**src/lcc_pkg.sv**
```systemverilog
// constants, types and register map of the line channel A control block
// ------------------------------------------------------------------------
// What this block does
// - writing 1 to establish_link_start begins wake-up and rate detection
// - on success raise wake-up done event and clear establish_link_start
// - raise current limit boost during sequence wake pulse only, settings untouched
// - on success store detected rate and readable device cycle time
// - on failure raise wake-up done event, bit at 0, rate field 00
// - writing 1 to manual_wakeup_pulse drives a wake-up request at once
// - after the manual wake-up request the line goes to receive mode
// - manual_wakeup_pulse clears itself once the request has finished
// - writing transmit_queue_clear empties the transmit queue
// - writing receive_queue_clear empties the receive queue
// - cycle_timer_arm only arms the cycle timer, never starts it
// - armed timer starts on master_message_send write or trigger command
// - clearing cycle_timer_arm stops the timer at once, mid cycle too
// - master_message_send puts line in transmit mode and sends the queue
// - message sent and queue empty turns the line to receive mode
// - send also starts an enabled timer; the send bit clears itself
// - rate field: 00 failure, 01 4.8k, 10 38.4k, 11 230.4k
// ------------------------------------------------------------------------
package lcc_pkg;
    // register indices; byte address is four times the index
    localparam logic [5:0] LCC_IDX_CTRL = 6'h06;
    localparam logic [5:0] LCC_IDX_CFG = 6'h08;
    localparam logic [5:0] LCC_IDX_TXDATA = 6'h09;
    localparam logic [5:0] LCC_IDX_RXDATA = 6'h0A;
    localparam logic [5:0] LCC_IDX_STATUS = 6'h0B;
    localparam logic [5:0] LCC_IDX_CYCTIME = 6'h0C;
    // control and config register fields
    localparam int LCC_CTRL_SEND = 0;
    localparam int LCC_CTRL_ARM = 1;
    localparam int LCC_CTRL_RXCLR = 2;
    localparam int LCC_CTRL_TXCLR = 3;
    localparam int LCC_CTRL_WAKE = 4;
    localparam int LCC_CTRL_EST = 5;
    localparam int LCC_CTRL_RATE_LO = 6;
    localparam int LCC_CFG_FRAMER_EN = 0;
    // status register fields
    localparam int LCC_ST_WAKE_DONE = 0;
    localparam int LCC_ST_TX_EMPTY = 1;
    localparam int LCC_ST_RX_EMPTY = 2;
    localparam int LCC_ST_TMR_RUN = 3;
    localparam int LCC_ST_XMIT = 4;
    localparam int LCC_ST_BOOST = 5;
    localparam int LCC_ST_TX_FULL = 6;
    // rate field encodings
    localparam logic [1:0] LCC_RATE_FAIL = 2'h0;
    localparam logic [1:0] LCC_RATE_COM1 = 2'h1;
    localparam logic [1:0] LCC_RATE_COM2 = 2'h2;
    localparam logic [1:0] LCC_RATE_COM3 = 2'h3;
    // reset values
    localparam logic [1:0] LCC_RATE_RST = 2'h0;
    localparam logic [7:0] LCC_CYCTIME_RST = 8'h00;
    // timing
    localparam int LCC_CLK_PERIOD_NS = 10;
    localparam int LCC_WAKE_PULSE_NS = 80000;
    localparam int LCC_WAKE_PULSE_CYC = LCC_WAKE_PULSE_NS / LCC_CLK_PERIOD_NS;
    localparam int LCC_CYCLE_NS = 1000000;
    localparam int LCC_CYCLE_CYC = LCC_CYCLE_NS / LCC_CLK_PERIOD_NS;
    localparam int LCC_FIFO_DEPTH = 32;
    // establish and wake sequencer
    typedef enum logic [1:0] {
        SEQ_IDLE = 2'b00,
        SEQ_PULSE = 2'b01,
        SEQ_PROBE = 2'b10,
        SEQ_WAIT = 2'b11
    } lcc_seq_type;
endpackage

```
**src/lcc_top.sv**
```systemverilog
// line channel A control: queues, sequencer, cycle timer and bus slave
//
// Design decision made here: the Wishbone interface to the registers.
`timescale 1ns/1ns

// ------------------------------------------------------------------------
// synchronous fifo with clear
// ------------------------------------------------------------------------
module lcc_fifo #(
    parameter int WIDTH = 8,
    parameter int DEPTH = 32
) (
    input wire logic clk_i,
    input wire logic rst_i,
    input wire logic clear_i,
    input wire logic in_valid_i,
    output logic in_ready_o,
    input wire logic [WIDTH-1:0] in_data_i,
    output logic out_valid_o,
    input wire logic out_ready_i,
    output logic [WIDTH-1:0] out_data_o
);
    localparam int AW = $clog2(DEPTH);
    logic [WIDTH-1:0] mem_r [DEPTH];
    logic [AW-1:0] wr_r;
    logic [AW-1:0] rd_r;
    logic [AW:0] cnt_r;
    logic push;
    logic pop;

    assign in_ready_o = (cnt_r != DEPTH[AW:0]);
    assign out_valid_o = (cnt_r != '0);
    assign out_data_o = mem_r[rd_r];
    assign push = in_valid_i & in_ready_o;
    assign pop = out_valid_o & out_ready_i;

    // storage has no reset; only pointers define the contents
    always_ff @(posedge clk_i) begin
        if (push) begin
            mem_r[wr_r] <= in_data_i;
        end
    end

    // pointers and level; clear drops everything, including a same-cycle push
    always_ff @(posedge clk_i) begin
        if (rst_i || clear_i) begin
            wr_r <= '0;
            rd_r <= '0;
            cnt_r <= '0;
        end else begin
            if (push) begin
                wr_r <= wr_r + 1'b1;
            end
            if (pop) begin
                rd_r <= rd_r + 1'b1;
            end
            cnt_r <= cnt_r + {{AW{1'b0}}, push} - {{AW{1'b0}}, pop};
        end
    end
endmodule // lcc_fifo

// ------------------------------------------------------------------------
// top
// ------------------------------------------------------------------------
module lcc_top import lcc_pkg::*; #(
    parameter int WAKE_CYC = LCC_WAKE_PULSE_CYC,
    parameter int CYCLE_CYC = LCC_CYCLE_CYC,
    parameter int DEPTH = LCC_FIFO_DEPTH
) (
    input wire logic clk_i,
    input wire logic rst_i,
    // classic wishbone slave
    input wire logic wb_cyc_i,
    input wire logic wb_stb_i,
    input wire logic wb_we_i,
    input wire logic [7:0] wb_adr_i,
    input wire logic [3:0] wb_sel_i,
    input wire logic [31:0] wb_dat_i,
    output logic [31:0] wb_dat_o,
    output logic wb_ack_o,
    // channel_a_line pin
    input wire logic line_i,
    output logic line_o,
    output logic line_oe_o,
    output logic boost_o,
    // framer side, same clock
    input wire logic framer_bit_i,
    input wire logic framer_idle_i,
    output logic line_rx_o,
    output logic [7:0] tx_byte_o,
    output logic tx_valid_o,
    input wire logic tx_ready_i,
    input wire logic [7:0] rx_byte_i,
    input wire logic rx_valid_i,
    output logic rx_ready_o,
    output logic probe_start_o,
    output logic [1:0] probe_rate_o,
    input wire logic probe_done_i,
    input wire logic probe_ok_i,
    input wire logic [7:0] probe_cycle_i,
    input wire logic trigger_i,
    output logic cycle_tick_o,
    output logic wakeup_done_irq_o
);
    lcc_seq_type seq_r;
    logic [15:0] pulse_cnt_r;
    logic [23:0] tmr_cnt_r;
    logic [1:0] rate_r;
    logic [1:0] try_r;
    logic [7:0] cyc_time_r;
    logic [31:0] dat_r;
    logic ack_r, est_busy_r, wake_busy_r, arm_r, run_r, xmit_r, framer_en_r;
    logic wake_flag_r, irq_r, lvl_r, line_s1_r, line_s2_r;
    logic req, wr, rd, sel0, tx_full_stall;
    logic est_go, wake_go, send_go, txclr, rxclr, done_ok, done_fail;
    logic tx_in_ready, tx_out_valid, rx_out_valid;
    logic [7:0] rx_out_data;
    logic [5:0] idx;

    // ------------------------------------------------------------------------
    // bus slave
    // ------------------------------------------------------------------------
    assign idx = wb_adr_i[7:2];
    assign sel0 = wb_sel_i[0];
    // a push into a full transmit queue holds off ack until room appears
    assign tx_full_stall = wb_we_i & (idx == LCC_IDX_TXDATA) & ~tx_in_ready;
    assign req = wb_cyc_i & wb_stb_i & ~ack_r & ~tx_full_stall;
    assign wr = wb_cyc_i & wb_stb_i & ack_r & wb_we_i & sel0;
    assign rd = wb_cyc_i & wb_stb_i & ack_r & ~wb_we_i;
    assign wb_ack_o = ack_r;
    assign wb_dat_o = dat_r;

    // one cycle answer; writes act on the edge that the master sees ack
    always_ff @(posedge clk_i) begin
        if (rst_i) begin
            ack_r <= 1'b0;
        end else begin
            ack_r <= req;
        end
    end

    // read data latched with ack; unmapped words read zero
    always_ff @(posedge clk_i) begin
        if (rst_i) begin
            dat_r <= '0;
        end else if (req && !wb_we_i) begin
            unique case (idx)
                LCC_IDX_CTRL: dat_r <= {24'h000000, rate_r, est_busy_r, wake_busy_r,
                                        2'b00, arm_r, 1'b0};
                LCC_IDX_CFG: dat_r <= {31'h00000000, framer_en_r};
                LCC_IDX_RXDATA: dat_r <= {24'h000000, rx_out_data};
                LCC_IDX_STATUS: dat_r <= {25'h0000000, ~tx_in_ready, boost_o, xmit_r,
                                          run_r, ~rx_out_valid, ~tx_out_valid,
                                          wake_flag_r};
                LCC_IDX_CYCTIME: dat_r <= {24'h000000, cyc_time_r};
                default: dat_r <= '0;
            endcase
        end
    end

    // write strobes of the control register
    assign est_go = wr & (idx == LCC_IDX_CTRL) & wb_dat_i[LCC_CTRL_EST];
    assign wake_go = wr & (idx == LCC_IDX_CTRL) & wb_dat_i[LCC_CTRL_WAKE];
    assign send_go = wr & (idx == LCC_IDX_CTRL) & wb_dat_i[LCC_CTRL_SEND];
    assign txclr = wr & (idx == LCC_IDX_CTRL) & wb_dat_i[LCC_CTRL_TXCLR];
    assign rxclr = wr & (idx == LCC_IDX_CTRL) & wb_dat_i[LCC_CTRL_RXCLR];

    // framer enable and cycle timer arm bits
    always_ff @(posedge clk_i) begin
        if (rst_i) begin
            framer_en_r <= 1'b0;
            arm_r <= 1'b0;
        end else begin
            if (wr && idx == LCC_IDX_CFG) begin
                framer_en_r <= wb_dat_i[LCC_CFG_FRAMER_EN];
            end
            if (wr && idx == LCC_IDX_CTRL) begin
                arm_r <= wb_dat_i[LCC_CTRL_ARM];
            end
        end
    end

    // ------------------------------------------------------------------------
    // line pin synchroniser
    // ------------------------------------------------------------------------
    always_ff @(posedge clk_i) begin
        if (rst_i) begin
            line_s1_r <= 1'b0;
            line_s2_r <= 1'b0;
        end else begin
            line_s1_r <= line_i;
            line_s2_r <= line_s1_r;
        end
    end
    assign line_rx_o = line_s2_r;

    // ------------------------------------------------------------------------
    // establish and wake-up sequencer
    // ------------------------------------------------------------------------
    assign done_ok = (seq_r == SEQ_WAIT) & probe_done_i & probe_ok_i;
    // without the framer the sequence cannot probe, so it fails at once
    assign done_fail = ((seq_r == SEQ_WAIT) & probe_done_i & ~probe_ok_i
                        & (try_r == LCC_RATE_COM1))
                       | ((seq_r == SEQ_IDLE) & est_go & ~framer_en_r);

    always_ff @(posedge clk_i) begin
        if (rst_i) begin
            seq_r <= SEQ_IDLE;
            pulse_cnt_r <= '0;
            try_r <= LCC_RATE_COM3;
            lvl_r <= 1'b0;
        end else begin
            unique case (seq_r)
                SEQ_IDLE: begin
                    if ((est_go && framer_en_r) || wake_go) begin
                        seq_r <= SEQ_PULSE;
                        pulse_cnt_r <= 16'(WAKE_CYC - 1);
                        lvl_r <= ~line_s2_r; // pulse drives the inverse level
                    end
                end
                SEQ_PULSE: begin
                    if (pulse_cnt_r != '0) begin
                        pulse_cnt_r <= pulse_cnt_r - 1'b1;
                    end else if (est_busy_r) begin
                        seq_r <= SEQ_PROBE;
                        try_r <= LCC_RATE_COM3;
                    end else begin
                        seq_r <= SEQ_IDLE;
                    end
                end
                SEQ_PROBE: seq_r <= SEQ_WAIT;
                SEQ_WAIT: begin
                    if (probe_done_i) begin
                        if (probe_ok_i || try_r == LCC_RATE_COM1) begin
                            seq_r <= SEQ_IDLE;
                        end else begin
                            try_r <= try_r - 1'b1; // fastest rate is tried first
                            seq_r <= SEQ_PROBE;
                        end
                    end
                end
            endcase
        end
    end

    // busy bits read back as the establish and wake control bits
    always_ff @(posedge clk_i) begin
        if (rst_i) begin
            est_busy_r <= 1'b0;
            wake_busy_r <= 1'b0;
        end else begin
            if (done_ok || done_fail) begin
                est_busy_r <= 1'b0;
            end else if (seq_r == SEQ_IDLE && est_go) begin
                est_busy_r <= 1'b1;
            end
            if (seq_r == SEQ_PULSE && pulse_cnt_r == '0 && !est_busy_r) begin
                wake_busy_r <= 1'b0;
            end else if (seq_r == SEQ_IDLE && wake_go && !est_go) begin
                wake_busy_r <= 1'b1;
            end
        end
    end

    // rate field and detected cycle time
    always_ff @(posedge clk_i) begin
        if (rst_i) begin
            rate_r <= LCC_RATE_RST;
            cyc_time_r <= LCC_CYCTIME_RST;
        end else if (done_ok) begin
            rate_r <= try_r;
            cyc_time_r <= probe_cycle_i;
        end else if (done_fail) begin
            rate_r <= LCC_RATE_FAIL;
        end else if (wr && idx == LCC_IDX_CTRL) begin
            rate_r <= wb_dat_i[LCC_CTRL_RATE_LO +: 2];
        end
    end

    // sticky done flag, write one to clear; a new event beats the clear
    always_ff @(posedge clk_i) begin
        if (rst_i) begin
            wake_flag_r <= 1'b0;
            irq_r <= 1'b0;
        end else begin
            irq_r <= done_ok | done_fail;
            if (done_ok || done_fail) begin
                wake_flag_r <= 1'b1;
            end else if (wr && idx == LCC_IDX_STATUS && wb_dat_i[LCC_ST_WAKE_DONE]) begin
                wake_flag_r <= 1'b0;
            end
        end
    end
    assign wakeup_done_irq_o = irq_r;
    assign probe_start_o = (seq_r == SEQ_PROBE);
    assign probe_rate_o = try_r;
    // current boost only for the pulse of an establish sequence
    assign boost_o = (seq_r == SEQ_PULSE) & est_busy_r;

    // ------------------------------------------------------------------------
    // transmit mode and line drive
    // ------------------------------------------------------------------------
    always_ff @(posedge clk_i) begin
        if (rst_i) begin
            xmit_r <= 1'b0;
        end else if (xmit_r && !tx_out_valid && framer_idle_i) begin
            xmit_r <= 1'b0;
        end else if (send_go && seq_r == SEQ_IDLE && !est_go && !wake_go) begin
            xmit_r <= 1'b1;
        end
    end
    assign line_oe_o = xmit_r | (seq_r == SEQ_PULSE);
    assign line_o = (seq_r == SEQ_PULSE) ? lvl_r : framer_bit_i;
    assign tx_valid_o = xmit_r & tx_out_valid;

    // ------------------------------------------------------------------------
    // cycle timer
    // ------------------------------------------------------------------------
    // a send refused by a busy sequencer still starts the armed timer
    always_ff @(posedge clk_i) begin
        if (rst_i) begin
            run_r <= 1'b0;
            tmr_cnt_r <= '0;
        end else if (!arm_r || (wr && idx == LCC_IDX_CTRL && !wb_dat_i[LCC_CTRL_ARM])) begin
            run_r <= 1'b0;
            tmr_cnt_r <= '0;
        end else if (!run_r && (send_go || trigger_i)) begin
            run_r <= 1'b1;
            tmr_cnt_r <= 24'(CYCLE_CYC - 1);
        end else if (run_r) begin
            tmr_cnt_r <= (tmr_cnt_r == '0) ? 24'(CYCLE_CYC - 1) : tmr_cnt_r - 1'b1;
        end
    end
    assign cycle_tick_o = run_r & (tmr_cnt_r == '0);

    // ------------------------------------------------------------------------
    // queues
    // ------------------------------------------------------------------------
    lcc_fifo #(.WIDTH(8), .DEPTH(DEPTH)) u_txq (
        .clk_i(clk_i), .rst_i(rst_i), .clear_i(txclr),
        .in_valid_i(wr && idx == LCC_IDX_TXDATA), .in_ready_o(tx_in_ready),
        .in_data_i(wb_dat_i[7:0]), .out_valid_o(tx_out_valid),
        .out_ready_i(xmit_r & tx_ready_i), .out_data_o(tx_byte_o)
    );
    lcc_fifo #(.WIDTH(8), .DEPTH(DEPTH)) u_rxq (
        .clk_i(clk_i), .rst_i(rst_i), .clear_i(rxclr),
        .in_valid_i(rx_valid_i), .in_ready_o(rx_ready_o),
        .in_data_i(rx_byte_i), .out_valid_o(rx_out_valid),
        .out_ready_i(rd && idx == LCC_IDX_RXDATA), .out_data_o(rx_out_data)
    );
endmodule // lcc_top

```
**config.mk**
```make
export PLATFORM = sky130hd
export DESIGN_NAME = lcc_top
export DESIGN_NICKNAME = d
export VERILOG_FILES = /design/src/lcc_pkg.sv /design/src/lcc_top.sv
export SDC_FILE = /design/constraint.sdc
export NUM_CORES = 1
export LEC_CHECK = 0
export BUFFER_PORTS_ARGS = -buffer_cell sky130_fd_sc_hd__buf_2
export CORE_UTILIZATION = 41
export DETAILED_ROUTE_END_ITERATION = 8
export GPL_TIMING_DRIVEN = 0
export PLACE_DENSITY = 0.62
export SLEW_MARGIN = 20
export SYNTH_ARGS = -nofsm -noshare
export SYNTH_HDL_FRONTEND = slang
export SYNTH_SLANG_ARGS = --single-unit
```
**constraint.sdc**
```tcl
create_clock -name clk_i -period 3.06 [get_ports clk_i]
set_input_delay 0.765 -clock clk_i [delete_from_list [all_inputs] [get_ports clk_i]]
set_output_delay 0.765 -clock clk_i [all_outputs]
set_load 0.02 [all_outputs]
```
; ---- After elaboration in Yosys (flattened, before gate mapping)
; Memory sizes are Yosys's and may differ from the RTL's. A register that Yosys moved wholly into a read port is not among the register bits.
; Index checks and enable logic that the tools add are counted.
[op_classes]
n_addsub = 11
n_eq_ne = 18
muxes = 32
bitwise_logic = 41
n_reduce_logical = 55
[ops]
columns = cell, n
row1 = $pmux W8 S5, 1
row2 = $mux W17, 2
row3 = $mux W16, 2
row4 = $pmux W16 S2, 1
row5 = $eq A6 B4 Y1 const B, 5
row6 = $and A1 B1 Y1, 29
row7 = $logic_not A24 Y1, 1
row8 = $mux W2, 12
row9 = $mux W24, 1
row10 = $sub A24 B1 Y24 const B, 1
row11 = $add A5 B1 Y5 const B, 4
row12 = $logic_and A1 B1 Y1, 20
row13 = $mux W5, 4
row14 = $logic_not A16 Y1, 1
row15 = $reduce_bool A16 Y1, 1
row16 = $sub A16 B1 Y16 const B, 1
row17 = $add A6 B1 Y6, 2
row18 = $ne A2 B2 Y1 const B, 6
row19 = $ne A6 B6 Y1 const B, 2
row20 = $reduce_bool A6 Y1, 2
row21 = $sub A6 B1 Y6, 2
row22 = $not A1 Y1, 9
row23 = $logic_not A1 Y1, 8
row24 = $pmux W2 S4, 1
row25 = 16 further kinds, 39
[word_totals]
register_bits = 130
ram_bits = 512
in_bits = 73
output_inout_bits = 52
wordCells = 185
memories = 2
[mem_list]
columns = memory, words, word_bits, rd, rd_ports_with_merged_regs, wr, line
row1 = u_rxq.mem_r, 32, 8, 1, 1, 1, lcc_top.sv:24  ; logic [WIDTH-1:0] mem_r [DEPTH];
row2 = u_txq.mem_r, 32, 8, 1, 1, 1, lcc_top.sv:24

; ---- Depth between registers and ports, before layout
[logic_depth]
word_depth = 11
depth_mapped = 14
ltp_nobuf = 13

; ---- Hierarchy
; From an unflattened synthesis, not the netlist that was laid out.
[unflattened]
cells_unflattened = 1701
area_unflattened_um2 = 25949.9
[by_module_without_submodules]
columns = mod, instances, cells_per_inst, area_each_um2, seq_area_each_um2
row1 = lcc_fifo at u_rxq, 1, 621, 11054.4, 8107.8
row2 = lcc_fifo at u_txq, 1, 620, 11054.4, 8107.8
row3 = lcc_top, 1, 460, 3841.2, 1481.4

; ---- Least setup slack after synthesis
; No wires, ideal clock.
[synth_path]
path_type = input-to-reg
startpoint = in wb_adr_i[4]
endpoint = reg u_rxq.cnt_r[4]
setup_ns = 0.128
arrival_time_ns = 3.081
required_ns = 2.932
setup_slack_ns = -0.149
path_stages = 12
path_buffers = 1
path_cell_list = nor4b_1 -> and4b_1 -> clkbuf_1 -> xor2_1 -> ha_1 -> inv_1 -> fa_1 -> inv_1 -> a21oi_1 -> o21bai_1 -> xnor2_1 -> nor2_1
[synth_via]
elab_chain_len = 4
word_cells_on_any_way = 8
classes_between = add/sub (1) / eq/ne (2) / bitwise (3) / reduce/logical (2)
[synth_lines]
columns = item, line
row1 = "start, declared", lcc_top.sv:76  ; input wire logic [7:0] wb_adr_i,
row2 = $eq A6 B4 Y1 / $eq A6 B3 Y1 (equally long branches), "lcc_top.sv:349, lcc_top.sv:166"
row3 = $logic_and A1 B1 Y1 / $and A1 B1 Y1 (equally long branches), "lcc_top.sv:349, lcc_top.sv:166"
row4 = $and A1 B1 Y1 (on tied branches), "lcc_top.sv:35, lcc_top.sv:166"
row5 = $sub A6 B1 Y6 / $logic_or A1 B1 Y1 (equally long branches), "lcc_top.sv:57, lcc_top.sv:46"
row6 = "end signal, assigned", lcc_top.sv:57  ; cnt_r <= cnt_r + {{AW{1'b0}}, push} - {{AW{1'b0}}, pop};
row7 = "end, declared", lcc_top.sv:27  ; logic [AW:0] cnt_r;
; Several ways; a longest one is shown, not always the timed one.
; A chain may end at the register's enable or synchronous reset.

==> flow_summary_export.csv <==
group,metric,value,unit
status,outcome,"finished with violations",
status,violations,"setup timing",
setup_path,crit_arrival,2.84,ns
power,p_per_area,581,nW/µm²
placement,pre_cts_slack,-0.751,ns
clocking,holdBufCountCts,0,
global_routing,grt-ovfl-total,0,
global_routing,grt_use_total,0.191,
yosys,synth_top_cell_by_area,"edfxtp_1",
setup_path,cpPeakStageDelay,0.55,ns
setup_path,path_cells,"buf_12, buf_12, mux4_2, mux4_2, mux2_4, buf_6",
die,core_area,61700,µm²
timing,report.final.slew_viol_count,0,
setup_path,cp_top_family,"multiplexers",
timing,slew_headroom,0.266,
placement,place_congestion,0.897,
setup_path,crit_type,"register to output port",
drt,vias,14227,
yosys,synth_top_area_share,0.600,
flow_run,maxCapViolations,0,
setup_path,slowest_stage,"mux4_2",
layout,final_cell_mix,"512 x edfxtp_1, 148 x mux4_2, 110 x dfxtp_1, 98 x nor2_1, 71 x buf_2",
power,power,17300,µW
timing,finClkSkew,0.0172,ns
clocking,clock_latency,0.63,ns
yosys,synth-seq-cells,628,
layout,post-route-util,0.483,
timing,max_freq,278,MHz
clocking,cts.sinks,628,
die,ioPinCount,125,
yosys,ys_types,71,
yosys,synth_cells,1538,
drt,routed_wl,60.8,mm
clocking,root_buffer,"clkbuf_16",
setup_path,end_kind,"output port",
drt,wire_per_inst,23.4,µm
setup_path,path_buf_inv,3,
hold_path,hold_path_class,"input port to register",
layout,layout.cells.most_common,"edfxtp_1",
die,num_rows,91,
yosys,syn_area_per_cell,16.7,µm²
timing,rsz0062_at_grt,"true",
die,die-height,252,µm
yosys,synth.area.top_cells,"edfxtp_1 60%, mux4_2 13%, dfxtp_1 9.1%",
clocking,htreeDepth,2,
timing,setup_viol_count_final,9,
clocking,cts.clk_slew.worst_paths,0.06,ns
timing,min_period,3.60,ns
hold_path,min_from,"framer_idle_i",
global_routing,grt_pass1_vias,13981,
power,p_leak,0.00956,µW
clocking,cts_buffer_depth,3,
die,initial_utilization,0.415,
die,die-area,63500,µm²
power,irDropWorstVdd,0.000489,V
drt,route.detailed.drc,0,
timing,hold_violations,0,
yosys,yosysSeqAreaShare,0.691,
setup_path,crit_fanout,8,
clocking,cts_tree,"yes",
yosys,ys_warn_count,0,
clocking,cts_buffers,60,
yosys,async_flop_share,0,
global_routing,grt_pass1_wl,89.6,mm
layout,drive_gt1_frac,0.276,
drt,viasPerCell,5.47,
yosys,synth_flop_cell,"edfxtp_1",
placement,numPortBuffers,71,
timing,worst_pin_slew,1.10,ns
timing,postLayoutSetupSlackWorst,-0.543,ns
yosys,netlist_area,25600,µm²
global_routing,grt_max_degree,38,
global_routing,antenna_found_initial,1,
placement,hpwl,39.8,mm
drt,detail-route-antenna-nets,0,
layout,fillers,5197,
drt,firstDrtPassIters,7,
layout,syn2layout_area_growth,16.3,%
die,die_w,252,µm
setup_path,start_kind,"register",
timing,final.period_utilization,1.18,
yosys,synth_edf_count,512,
setup_path,worstPathRequired,2.29,ns
drt,drtIter0Drc,1371,
timing,whs,0.343,ns
layout,nets,1819,
cell type report:
| type | instances | area [µm²] | share of cell area |
|---|---|---|---|
| well taps | 837 | 1050 | 0.0351 |
| multi-input cells | 800 | 7730 | 0.259 |
| clock inverters | 34 | 303 | 0.0102 |
| diodes | 1 | 2.50 | 0.0000840 |
| inverters | 36 | 135 | 0.00453 |
| plain buffers | 92 | 607 | 0.0204 |
| clock buffers | 76 | 1580 | 0.0531 |
| repair buffers | 96 | 684 | 0.0230 |
| flip-flops and latches | 628 | 17700 | 0.594 |
state kept, by name, summed over array words and instances (netlist names), 6 cells and up, named ones only:
signal       count
wb_dat_o         8
u_rxq.cnt_r      6
u_txq.mem_r    256
u_txq.cnt_r      6
pulse_cnt_r     16
tmr_cnt_r       24
cyc_time_r       8
u_rxq.mem_r    256
where the power goes:
| part | internal (µW) | switching, µW |
|---|---|---|
| clock network | 4060 | 3170 |
| logic | 256 | 471 |
| registers | 9310 | 38.8 |
cells by family after synthesis:
kind of cell	share of synthesized area
other	0.000146
AND/OR/NAND/NOR	0.0740
multiplexers	0.140
AO/OA/AOI/OAI	0.0393
flip-flops	0.691
adder cells (fa/ha/maj)	0.0162
buffers and inverters	0.0242
XOR/XNOR	0.0150
Yosys cell counts, types with 13 or more instances:
| cell | instances |
|---|---|
| buf_4 | 25 |
| mux4_2 | 148 |
| xor2_1 | 24 |
| a21oi_1 | 40 |
| nand2_1 | 60 |
| nor2_1 | 155 |
| nor2b_1 | 13 |
| dfxtp_1 | 116 |
| ha_1 | 30 |
| o21ai_0 | 23 |
| xnor2_1 | 20 |
| nor3_1 | 27 |
| inv_1 | 35 |
| or3_1 | 15 |
| edfxtp_1 | 512 |
| buf_2 | 16 |
| clkbuf_1 | 46 |
| nand3_1 | 15 |
| mux2i_1 | 15 |
stage by stage:
stage,cell area (µm²),setup TNS [ns],instances
CTS,29500,-5.95,2595
floorplan,25700,0,1561
detailed placement,27100,-223.24,2469
global route,29800,-4.75,2600
finish,29800,-4.37,2600
global placement,27100,-191.98,2469
per-layer routing:
metal,wire length (µm),share of wire,vias to the layer above,global-route usage
li1,-,-,6347,-
met5,0,0,-,0
met3,2860,0.047,120,0.0255
met1,25800,0.42,7317,0.260
met2,30700,0.50,443,0.320
met4,1540,0.025,0,0.0594
worst reg2reg max path: stages (launching register included):
cell	delay, ns
dfxtp_1	0.64
clkbuf_2	0.45
clkbuf_1	0.57
clkbuf_2	0.43
o221ai_1	0.19
o21ai_0	0.23
o2111ai_1	0.19
o21ai_0	0.16
worst paths after layout:
path         depth (start not counted)                        to  slack (ns)
max                                  6              tx_byte_o[1]       -0.54
min                                  2       xmit_r$_SDFFE_PP0P_        0.34
max reg2reg                          7  wb_dat_o[3]$_SDFFE_PP0P_        0.14
min reg2reg                          1      line_rx_o$_SDFF_PP0_        0.44
what timing repair did:
item | 4_1_cts | 5_1_grt
setup buffers | 18 | 5
gates cloned | 1 | 3
endpoints found under the setup margin | 284 | 224
resized for setup | 118 | 57
pin swaps | 4 | 5
No activity file was read; power rests on OpenSTA's default activity.
